File: src/core/flash_opt_pkg.sv
// What this block does
// - ratio bit 7 read-only, 6:0 written once
// - reset clears loaded flag, first write sets
// - erase/program refused until ratio loaded
// - prescale bit picks bus clock or /8
// - flash clock is input over ratio plus one
// - timing pulse is one flash clock tick
// - options copied from nonvolatile byte on first edge after reset
// - key disabled means no key unlock ever
// - matching eight-byte key unlocks until reset
// - key bytes only from secured firmware
// - redirect-off bit disables vector redirection
// - only security code 1:0 is unsecured
// - secure state blocks unsecured memory access
// - key match or blank check forces 1:0
// - key window goes to key or command
// - key compared when key access bit clears
// - early command ignored, access error set
package flash_opt_pkg;
	// =========================================
	// register byte offsets
	localparam logic [7:0] RATIO_OFFS = 8'h00;
	localparam logic [7:0] OPTS_OFFS = 8'h04;
	localparam logic [7:0] CNFG_OFFS = 8'h08;
	localparam logic [7:0] STAT_OFFS = 8'h0c;
	localparam logic [7:0] KEY_BASE = 8'h40;
	localparam logic [7:0] KEY_MASK = 8'he0;
	// =========================================
	// field positions
	localparam int LOADED_BIT = 7;
	localparam int PRE8_BIT = 6;
	localparam int BACKDOOR_KEY_ENABLE_BIT = 7;
	localparam int NORED_BIT = 6;
	localparam int KWA_BIT = 5;
	localparam int BUSY_BIT = 7;
	localparam int RATE_OK_BIT = 6;
	localparam int ERR_BIT = 4;
	localparam int UNSEC_BIT = 1;
	// =========================================
	// reset values and codes
	localparam logic [7:0] OPTS_RESET = 8'hff;
	localparam logic [6:0] RATIO_RESET = 7'h00;
	localparam logic [1:0] SEC_UNSECURED = 2'h2;
	localparam int KEY_BYTES = 8;
	localparam int PRESCALE_DIV = 8;
	// =========================================
	// timing
	localparam int CLK_PERIOD_PS = 5000;
	localparam int PULSE_MIN_PS = 5000000;
	localparam int PULSE_MAX_PS = 6700000;
	localparam int PULSE_MIN_CYC = (PULSE_MIN_PS + CLK_PERIOD_PS - 1) / CLK_PERIOD_PS;
	localparam int PULSE_MAX_CYC = PULSE_MAX_PS / CLK_PERIOD_PS;
endpackage

File: src/core/backdoor_key_check.sv
module backdoor_key_check #(
	parameter int NBYTES = 8
) (
	input wire logic pclk,
	input wire logic presetn,
	input wire logic start,
	input wire logic finish,
	input wire logic byte_we,
	input wire logic [$clog2(NBYTES)-1:0] byte_idx,
	input wire logic [7:0] byte_data,
	input wire logic [NBYTES*8-1:0] stored_key,
	output logic match
);
	localparam int CW = $clog2(NBYTES) + 1;
	localparam logic [CW-1:0] FULL = CW'(NBYTES);

	logic [NBYTES*8-1:0] entry_ff;
	logic [CW-1:0] next_ff;
	logic order_ok_ff;

	always_ff @(posedge pclk or negedge presetn) begin
		if (!presetn) begin
			entry_ff <= '0;
		end else if (byte_we) begin
			entry_ff[byte_idx*8 +: 8] <= byte_data;
		end
	end

	// out-of-order or surplus bytes spoil the session
	always_ff @(posedge pclk or negedge presetn) begin
		if (!presetn) begin
			next_ff <= '0;
			order_ok_ff <= 1'b0;
		end else if (start) begin
			next_ff <= '0;
			order_ok_ff <= 1'b1;
		end else if (byte_we) begin
			if (next_ff == FULL || {1'b0, byte_idx} != next_ff) begin
				order_ok_ff <= 1'b0;
			end
			if (next_ff != FULL) begin
				next_ff <= next_ff + 1'b1;
			end
		end
	end

	always_ff @(posedge pclk or negedge presetn) begin
		if (!presetn) begin
			match <= 1'b0;
		end else begin
			match <= finish && order_ok_ff && next_ff == FULL && entry_ff == stored_key;
		end
	end
endmodule // backdoor_key_check

File: src/core/flash_clock_and_security_options.sv
module flash_clock_and_security_options #(
	parameter int OPW = 16
) (
	input wire logic pclk,
	input wire logic presetn,
	input wire logic psel,
	input wire logic penable,
	input wire logic pwrite,
	input wire logic [7:0] paddr,
	input wire logic [31:0] pwdata,
	input wire logic [3:0] pstrb,
	output logic [31:0] prdata,
	output logic pready,
	output logic pslverr,
	input wire logic [7:0] nonvolatile_options_byte,
	input wire logic [63:0] stored_backdoor_key,
	input wire logic fw_secure_source,
	input wire logic access_from_unsecured,
	input wire logic blank_check_erased,
	input wire logic op_start,
	input wire logic [OPW-1:0] op_pulse_count,
	output logic erase_program_enable,
	output logic internal_flash_clock,
	output logic op_busy,
	output logic op_done,
	output logic cmd_launch,
	output logic [2:0] cmd_addr_idx,
	output logic [7:0] cmd_data,
	output logic secure_state,
	output logic mem_access_blocked,
	output logic vector_redirect_en
);
	// =========================================
	// bus decode
	logic setup_ph;
	logic wr_acc;
	logic hit_ratio;
	logic hit_opts;
	logic hit_cnfg;
	logic hit_stat;
	logic hit_key;
	logic mapped;
	logic lane0;
	logic [2:0] key_idx;

	assign setup_ph = psel && !penable;
	assign wr_acc = psel && penable && pwrite;
	assign lane0 = pstrb[0];
	assign key_idx = paddr[4:2];
	assign hit_key = (paddr & flash_opt_pkg::KEY_MASK) == flash_opt_pkg::KEY_BASE;
	always_comb begin
		hit_ratio = 1'b0;
		hit_opts = 1'b0;
		hit_cnfg = 1'b0;
		hit_stat = 1'b0;
		if (paddr[7:2] == flash_opt_pkg::RATIO_OFFS[7:2]) begin
			hit_ratio = 1'b1;
		end else if (paddr[7:2] == flash_opt_pkg::OPTS_OFFS[7:2]) begin
			hit_opts = 1'b1;
		end else if (paddr[7:2] == flash_opt_pkg::CNFG_OFFS[7:2]) begin
			hit_cnfg = 1'b1;
		end else if (paddr[7:2] == flash_opt_pkg::STAT_OFFS[7:2]) begin
			hit_stat = 1'b1;
		end
	end
	assign mapped = hit_ratio || hit_opts || hit_cnfg || hit_stat || hit_key;
	assign pready = 1'b1;
	assign pslverr = psel && penable && !mapped;

	// =========================================
	// clock ratio register
	logic ratio_loaded_ff;
	logic [6:0] ratio_ff;
	logic ratio_wr;

	assign ratio_wr = wr_acc && hit_ratio && lane0;

	always_ff @(posedge pclk or negedge presetn) begin
		if (!presetn) begin
			ratio_loaded_ff <= 1'b0;
			ratio_ff <= flash_opt_pkg::RATIO_RESET;
		end else if (ratio_wr && !ratio_loaded_ff) begin
			ratio_loaded_ff <= 1'b1;
			ratio_ff <= pwdata[6:0];
		end
	end
	assign erase_program_enable = ratio_loaded_ff;

	// divider runs once loaded so a half-set ratio never ticks
	flash_tick_divider #(
		.DIV_W(6)
	) u_div (
		.pclk(pclk),
		.presetn(presetn),
		.run(ratio_loaded_ff),
		.prescale_by_eight(ratio_ff[flash_opt_pkg::PRE8_BIT]),
		.ratio(ratio_ff[5:0]),
		.tick(internal_flash_clock)
	);

	// software-visible check that the chosen rate gives a legal pulse
	logic [10:0] div_total;
	logic [10:0] div_plain;
	logic rate_ok;
	assign div_plain = {5'h00, ratio_ff[5:0]} + 11'h001;
	assign div_total = ratio_ff[flash_opt_pkg::PRE8_BIT] ? (div_plain << 3) : div_plain;
	assign rate_ok = div_total >= 11'(flash_opt_pkg::PULSE_MIN_CYC) &&
		div_total <= 11'(flash_opt_pkg::PULSE_MAX_CYC);

	// =========================================
	// options register
	logic [7:0] opts_ff;
	logic opts_loaded_ff;
	logic key_hit;
	logic unlock;

	assign unlock = key_hit || blank_check_erased;

	// nonvolatile byte taken on the first edge after release
	always_ff @(posedge pclk or negedge presetn) begin
		if (!presetn) begin
			opts_ff <= flash_opt_pkg::OPTS_RESET;
			opts_loaded_ff <= 1'b0;
		end else if (!opts_loaded_ff) begin
			opts_ff <= nonvolatile_options_byte;
			opts_loaded_ff <= 1'b1;
		end else if (unlock) begin
			opts_ff[1:0] <= flash_opt_pkg::SEC_UNSECURED;
		end
	end

	assign secure_state = opts_ff[1:0] != flash_opt_pkg::SEC_UNSECURED;
	assign mem_access_blocked = secure_state && access_from_unsecured;
	assign vector_redirect_en = !opts_ff[flash_opt_pkg::NORED_BIT];

	// =========================================
	// configuration and key window
	logic kwa_ff;
	logic kwa_wr;
	logic key_wr;
	logic key_byte_we;
	logic key_start;
	logic key_finish;
	logic key_match;

	assign kwa_wr = wr_acc && hit_cnfg && lane0;
	assign key_wr = wr_acc && hit_key && lane0;

	always_ff @(posedge pclk or negedge presetn) begin
		if (!presetn) begin
			kwa_ff <= 1'b0;
		end else if (kwa_wr) begin
			kwa_ff <= pwdata[flash_opt_pkg::KWA_BIT];
		end
	end
	assign key_start = kwa_wr && !kwa_ff && pwdata[flash_opt_pkg::KWA_BIT];
	assign key_finish = kwa_wr && kwa_ff && !pwdata[flash_opt_pkg::KWA_BIT];
	// debug-originated key bytes are dropped silently
	assign key_byte_we = key_wr && kwa_ff && fw_secure_source;

	backdoor_key_check #(
		.NBYTES(flash_opt_pkg::KEY_BYTES)
	) u_key (
		.pclk(pclk),
		.presetn(presetn),
		.start(key_start),
		.finish(key_finish),
		.byte_we(key_byte_we),
		.byte_idx(key_idx),
		.byte_data(pwdata[7:0]),
		.stored_key(stored_backdoor_key),
		.match(key_match)
	);
	assign key_hit = key_match && opts_ff[flash_opt_pkg::BACKDOOR_KEY_ENABLE_BIT];

	// =========================================
	// command launch and access error
	logic launch_try;
	logic op_try;
	logic err_ff;
	logic err_set;
	logic err_clr;

	assign launch_try = key_wr && !kwa_ff;
	assign op_try = op_start && !op_busy;
	assign err_set = (launch_try || op_try) && !ratio_loaded_ff;
	assign err_clr = wr_acc && hit_stat && lane0 && pwdata[flash_opt_pkg::ERR_BIT];

	// set wins over a same-cycle clear
	always_ff @(posedge pclk or negedge presetn) begin
		if (!presetn) begin
			err_ff <= 1'b0;
		end else if (err_set) begin
			err_ff <= 1'b1;
		end else if (err_clr) begin
			err_ff <= 1'b0;
		end
	end

	always_ff @(posedge pclk or negedge presetn) begin
		if (!presetn) begin
			cmd_launch <= 1'b0;
			cmd_addr_idx <= '0;
			cmd_data <= '0;
		end else begin
			cmd_launch <= launch_try && ratio_loaded_ff;
			if (launch_try && ratio_loaded_ff) begin
				cmd_addr_idx <= key_idx;
				cmd_data <= pwdata[7:0];
			end
		end
	end

	// =========================================
	// operation timer in flash clock ticks, first counted pulse may be partial
	logic [OPW-1:0] op_cnt_ff;
	logic op_busy_ff;

	always_ff @(posedge pclk or negedge presetn) begin
		if (!presetn) begin
			op_busy_ff <= 1'b0;
			op_cnt_ff <= '0;
			op_done <= 1'b0;
		end else begin
			op_done <= 1'b0;
			if (op_try && ratio_loaded_ff && op_pulse_count != '0) begin
				op_busy_ff <= 1'b1;
				op_cnt_ff <= op_pulse_count;
			end else if (op_busy_ff && internal_flash_clock) begin
				op_cnt_ff <= op_cnt_ff - 1'b1;
				if (op_cnt_ff == {{(OPW-1){1'b0}}, 1'b1}) begin
					op_busy_ff <= 1'b0;
					op_done <= 1'b1;
				end
			end
		end
	end
	assign op_busy = op_busy_ff;

	// =========================================
	// read data
	logic [7:0] nxt_rd;

	always_comb begin
		nxt_rd = 8'h00;
		if (hit_ratio) begin
			nxt_rd = {ratio_loaded_ff, ratio_ff};
		end else if (hit_opts) begin
			nxt_rd = {opts_ff[7:6], 4'h0, opts_ff[1:0]};
		end else if (hit_cnfg) begin
			nxt_rd[flash_opt_pkg::KWA_BIT] = kwa_ff;
		end else if (hit_stat) begin
			nxt_rd[flash_opt_pkg::BUSY_BIT] = op_busy_ff;
			nxt_rd[flash_opt_pkg::RATE_OK_BIT] = rate_ok;
			nxt_rd[flash_opt_pkg::ERR_BIT] = err_ff;
			nxt_rd[flash_opt_pkg::UNSEC_BIT] = !secure_state;
		end
	end

	always_ff @(posedge pclk or negedge presetn) begin
		if (!presetn) begin
			prdata <= '0;
		end else if (setup_ph && !pwrite) begin
			prdata <= {24'h000000, nxt_rd};
		end
	end
endmodule // flash_clock_and_security_options

File: src/core/flash_tick_divider.sv
module flash_tick_divider #(
	parameter int DIV_W = 6
) (
	input wire logic pclk,
	input wire logic presetn,
	input wire logic run,
	input wire logic prescale_by_eight,
	input wire logic [DIV_W-1:0] ratio,
	output logic tick
);
	localparam int PRE_W = $clog2(flash_opt_pkg::PRESCALE_DIV);
	localparam logic [PRE_W-1:0] PRE_MAX = PRE_W'(flash_opt_pkg::PRESCALE_DIV - 1);

	logic [PRE_W-1:0] pre_ff;
	logic [DIV_W-1:0] cnt_ff;
	logic pre_en;

	assign pre_en = !prescale_by_eight || (pre_ff == PRE_MAX);
	assign tick = run && pre_en && (cnt_ff == '0);

	always_ff @(posedge pclk or negedge presetn) begin
		if (!presetn) begin
			pre_ff <= '0;
		end else if (!run) begin
			pre_ff <= '0;
		end else begin
			pre_ff <= pre_ff + 1'b1;
		end
	end

	// reload from ratio gives ratio+1 pre_en cycles per tick
	always_ff @(posedge pclk or negedge presetn) begin
		if (!presetn) begin
			cnt_ff <= '0;
		end else if (!run) begin
			cnt_ff <= ratio;
		end else if (pre_en) begin
			cnt_ff <= (cnt_ff == '0) ? ratio : cnt_ff - 1'b1;
		end
	end
endmodule // flash_tick_divider

File: config.mk
export PLATFORM = sky130hd
export DESIGN_NAME = flash_clock_and_security_options
export DESIGN_NICKNAME = d
export VERILOG_FILES = /design/src/core/flash_opt_pkg.sv /design/src/core/backdoor_key_check.sv /design/src/core/flash_clock_and_security_options.sv /design/src/core/flash_tick_divider.sv
export SDC_FILE = /design/constraint.sdc
export NUM_CORES = 1
export LEC_CHECK = 0
export ABC_CLOCK_PERIOD_IN_PS = 5900
export BUFFER_PORTS_ARGS = -buffer_cell sky130_fd_sc_hd__buf_2
export CAP_MARGIN = 40
export CORE_AREA = 2 2 126 128
export DETAILED_ROUTE_END_ITERATION = 6
export DIE_AREA = 0 0 128 130
export GPL_TIMING_DRIVEN = 1
export PLACE_DENSITY = 0.73
export SLEW_MARGIN = 20
export SYNTH_ARGS = -nofsm -noshare
export SYNTH_HDL_FRONTEND = slang
export SYNTH_SLANG_ARGS = --single-unit
File: constraint.sdc
create_clock -name pclk -period 5.9 [get_ports pclk]
set_input_delay 1.18 -clock pclk [delete_from_list [all_inputs] [get_ports pclk]]
set_output_delay 1.18 -clock pclk [all_outputs]
set_load 0.01 [all_outputs]
# Yosys cells after proc, flatten, opt, wreduce, memory -nomap -nowiden
# Cells that the tools add are included.
# word_totals
wordCells,154
out_inout_bits,53
in_bits,141
ff_bits,136
# op_classes
addsub,6
shifts,2
n_eq_ne,13
mux,45
n_reduce_logical,66
n_lt_le_gt_ge,2
# op_table
operator,count
64-bit bitwise mux,1
64-bit == test,1
"8-bit by 34-bit variable shift with 64-bit output, first input constant",1
8-bit by 34-bit indexed part select with 64-bit output,1
1-bit logical AND,36
6-bit negator with 34-bit output,1
16-bit two-way mux,2
1-bit two-way mux,28
6-bit two-way mux,3
"16-bit by 1-bit == test with 1-bit output, second input constant",1
4-bit two-way mux,4
16-bit nonzero test,1
"16-bit by 1-bit subtractor with 16-bit output, second input constant",1
"6-bit by 2-bit == test with 1-bit output, second input constant",2
6-bit zero test,2
2-bit nonzero test,6
"10-bit by 11-bit less-or-equal comparator with 1-bit output, second input constant",1
"10-bit greater-or-equal comparator, second input constant",1
1-bit zero test,10
10-bit two-way mux,1
1-bit logical OR,8
2-bit two-way mux,4
8-bit two-way mux,1
"6-bit by 1-bit adder with 7-bit output, second input constant",1
13 further kinds,16

# Longest topological paths before layout
# depth
ltp_word,11
ltp_mapped,8
mapped_depth_nobuf,8

# Cells and area by module
# Synthesis repeated with hierarchy kept, for this count alone.
# unflattened
hier_cells,677
hier_area_um2,7164.4
# modules_own_cells
mod,n_inst,cells_per_inst,area_each_um2
backdoor_key_check,1,346,3761.1
flash_clock_and_security_options,1,270,2827.7
flash_tick_divider,1,61,575.6

# Worst setup path before layout
# Ideal clock, no wire load.
# synth_timing
path_type,input -> output
from,input paddr[2]
to,output pslverr
n_path_buf,1
t_arrival_ns,2.197
setup_slack_ns,2.523
cell_stages,6
cell_sequence,inv_1 -> ha_1 -> clkbuf_1 -> nor3_1 -> nand2b_1 -> a21oi_1
# synth_via
elab_chain_len,9
# synth_rtl
element,line_no,rtl
"start, declared",flash_clock_and_security_options.sv:9,"input wire logic [7:0] paddr,"
"6-bit by 2-bit == test with 1-bit output, or another cell as far along",flash_clock_and_security_options.sv:62,end else if (paddr[7:2] == flash_opt_pkg::STAT_OFFS[7:2]) begin
1-bit two-way mux (on tied branches),"flash_clock_and_security_options.sv:62, flash_clock_and_security_options.sv:58, flash_clock_and_security_options.sv:60",
1-bit two-way mux (on tied branches),"flash_clock_and_security_options.sv:60, flash_clock_and_security_options.sv:56, flash_clock_and_security_options.sv:58",
"1-bit two-way mux, or another cell as far along",flash_clock_and_security_options.sv:58,end else if (paddr[7:2] == flash_opt_pkg::OPTS_OFFS[7:2]) begin
1-bit two-way mux / 1-bit logical OR (equally long branches),"flash_clock_and_security_options.sv:56, flash_clock_and_security_options.sv:66",
1-bit logical OR * (2 in a row),flash_clock_and_security_options.sv:66,assign mapped = hit_ratio || hit_opts || hit_cnfg || hit_stat || hit_key;
1-bit zero test *,flash_clock_and_security_options.sv:68,assign pslverr = psel && penable && !mapped;
1-bit logical AND *,flash_clock_and_security_options.sv:68,
"end, declared",flash_clock_and_security_options.sv:14,"output logic pslverr,"
# Every way passes the cells marked *; elsewhere a longest branch is shown, timed or not.

# Final worst setup path
# Same ends and word-level chain as after synthesis.

==> flow_summary.yaml <==
yosys:
  synthXorXnorAreaFrac: 0.09909
  synth_seq_area_share: 0.4925
  ys_async_sr_fraction: 1.000
  synth-seq-cells: 132
  synth-simple-area-share: 0.1607
  syn_inst: 653
  synth_top_family_by_area: "simple AND/OR/NAND/NOR gates"
  synth_compound_area_frac: 0.08773
  synth_cell_types: 52
  syn_avg_cell_area_um2: 10.29
  synthAdderAreaFrac: 0.02421
  syn_area_mm2: 0.006718
  synth_edf_count: 0
  yosys_warnings: 0
  synth_ff_type: "dfrtp_1"
  synthMuxAreaShare: 0.08530
clock_network:
  cts_sinks: 132
  cts_tree: "done"
  clockBufferDepth: 2
  cts_resized: 0
  htreeDepth: 4
  cts_setup_buffers: 0
  insertion_delay_ns: 0.42
  cts_buffers: 17
  holdBufCountCts: 0
  clk_pin_slew_ns: 0.05
  cts_root_buffer: "clkbuf_16"
routing:
  vias: 5341
  wirelength_um: 16510
  ant_nets: 0
  dr.pass1.iters: 5
  initialDrtViolationCount: 335
  viasPerCell: 5.357
  drc_errors: 0
  wire_per_inst_um: 16.56
timing:
  fin_worst_skew_ns: 0.009783
  finalWorstSetupSlack_ns: 1.949
  fin_crit_ns: 3.951
  hold_viol: 0
  max_freq_mhz: 253.1
  maxSlewHeadroom: 0.4518
  setup_violations: 0
  fin_setup_tns_ns: 0
  slew_viol_final: 0
  fin_crit_sh: 0.6696
  rsz0062_at_grt: "no"
  tightest_slew_ns: 0.8222
  holdWs_ns: 0.4317
global_route:
  first_global_vias: 5160
  grt_overflow: 0
  grt_pass1_wl_um: 26590
  grt_util_all_layers: 0.2093
  antenna_found_initial: 3
  grt_max_degree: 57
pwr:
  switchingPower_uw: 608.7
  p_sw_frac: 0.2518
  clkPwrFrac: 0.459
  ir_worst_vdd_uv: 209.6
  combPwrFrac: 0.122
  power_mw: 2.417
  p_leak_nw: 3.795
  power.density_mw_per_mm2: 297.4
  p_int_mw: 1.808
  pwr-share-seq: 0.419
placement:
  routabilityCongestion: 0.8535
  placed_area_mm2: 0.007495
  dp_slack_ns: 1.999
  dp.cells: 963
  port_buffers: 135
  dpl.hpwl_um: 12220
layout:
  multi_input_area_mm2: 0.003168
  final_util: 0.5268
  finalNonFillerCells: 997
  syn_to_final_growth_pct: 20.97
  final_cell_mix: "buf_2 (135), dfrtp_1 (128), nand2_1 (87)"
  final_area_mm2: 0.008127
  nFillCells: 1386
  ff_latch_area_mm2: 0.003308
  drive_gt1_frac: 0.2827
  final_common_cell: "buf_2"
  finalNetCount: 944
floorplan:
  die_h_um: 130
  core_region_area_mm2: 0.01542
  rows: 46
  pin_count: 194
  die_area_mm2: 0.01664
  initial_core_util: 0.4355
  die_x_um: 128
worst_setup_path:
  cp_data_arrival_time_ns: 2.77
  crit_path_end_kind: "output pin"
  cp.required_ns: 4.72
  worstPathMaxFanout: 15
  startpoint_type: "input pin"
  critPathKind: "input pin to output pin"
run_status:
  status: "completed"
hold_path:
  worst_hold_path_type: "register to register"
job:
  drv_cap: 0
## worst paths after layout
| kind | startpoint | end | slack (ns) | cells past startpoint |
|---|---|---|---|---|
| max reg2reg | op_cnt_ff[7] | op_cnt_ff[15] | 3.25 | 5 |
| min in group asynchronous | presetn | u_key.entry_ff[22] | 0.80 | 1 |
| max | paddr[2] | pslverr | 1.95 | 7 |
| min reg2reg | u_div.pre_ff[0] | u_div.pre_ff[0] | 0.43 | 1 |
| max in group asynchronous | presetn | op_cnt_ff[7] | 3.92 | 3 |
| min | u_div.pre_ff[0] | u_div.pre_ff[0] | 0.43 | 1 |
## critical path, stage by stage
cell	delay [ns]
buf_2	0.30
inv_1	0.18
ha_1	0.36
nor3_1	0.35
nand2b_1	0.12
a21oi_1	0.14
buf_2	0.14
## routing by layer
layer / share of wire / global-route usage / vias to the layer above / routed length [µm]
met4: 0.016 / 0.06981 / 2 / 272
met3: 0.078 / 0.06560 / 23 / 1294
met2: 0.46 / 0.3271 / 208 / 7659
li1: - / - / 2545 / -
met1: 0.44 / 0.2793 / 2563 / 7274
met5: 0.00042 / 0 / - / 7
## synthesized netlist by cell type, types with 4 or more instances
| master | number | share of area |
|---|---|---|
| dfrtp_1 | 128 | 0.48 |
| nand2_1 | 87 | 0.049 |
| o21ai_0 | 52 | 0.039 |
| mux2_2 | 50 | 0.084 |
| xnor2_1 | 44 | 0.057 |
| xor2_1 | 32 | 0.042 |
| buf_4 | 25 | 0.028 |
| nor2_1 | 23 | 0.013 |
| nand3_1 | 22 | 0.016 |
| nor4_1 | 21 | 0.020 |
| nand4_1 | 18 | 0.017 |
| a21oi_1 | 15 | 0.011 |
| inv_1 | 15 | 0.0084 |
| clkbuf_1 | 14 | 0.0078 |
| ha_1 | 13 | 0.024 |
| nor3_1 | 10 | 0.0075 |
| o21ai_1 | 10 | 0.0075 |
| o211ai_1 | 8 | 0.0089 |
| and2_1 | 6 | 0.0056 |
| nand2b_1 | 5 | 0.0047 |
| dfstp_2 | 4 | 0.016 |
| or3_1 | 4 | 0.0037 |
## area by class of cell
class,count,share of cell area
repair buffers,138,0.08838
diodes,2,0.0006159
well taps,192,0.02956
flip-flops and latches,132,0.4071
inverters,16,0.007390
clock buffers,21,0.05543
clock inverters,11,0.02171
multi-input cells,485,0.3898
## power groups by stage
stage | clock (mW) | sequential (mW) | combinational [mW]
after floorplan | 0 | 1.02 | 0.183
after global placement | 0 | 1.03 | 0.284
after detailed placement | 0 | 1.03 | 0.294
after CTS | 1.13 | 1.01 | 0.296
after global routing | 1.17 | 1.02 | 0.336
final | 1.11 | 1.01 | 0.294
## cells by family after synthesis
| kind of cell | count (synthesis) |
|---|---|
| simple gates | 217 |
| flops | 132 |
| compound gates | 102 |
| xor+xnor | 76 |
| buf+inv | 60 |
| mux | 51 |
| fa+ha+maj | 13 |
| other cells | 2 |
## registers in the layout, indices dropped and copies added, names as in the netlist, 3 cells and up
signal / cells
ratio_ff: 7
u_key.next_ff: 4
prdata: 8
u_key.entry_ff: 64
u_div.pre_ff: 3
op_cnt_ff: 16
cmd_data: 8
cmd_addr_idx: 3
u_div.cnt_ff: 6
opts_ff: 4
(Power assumes the default switching activity.)
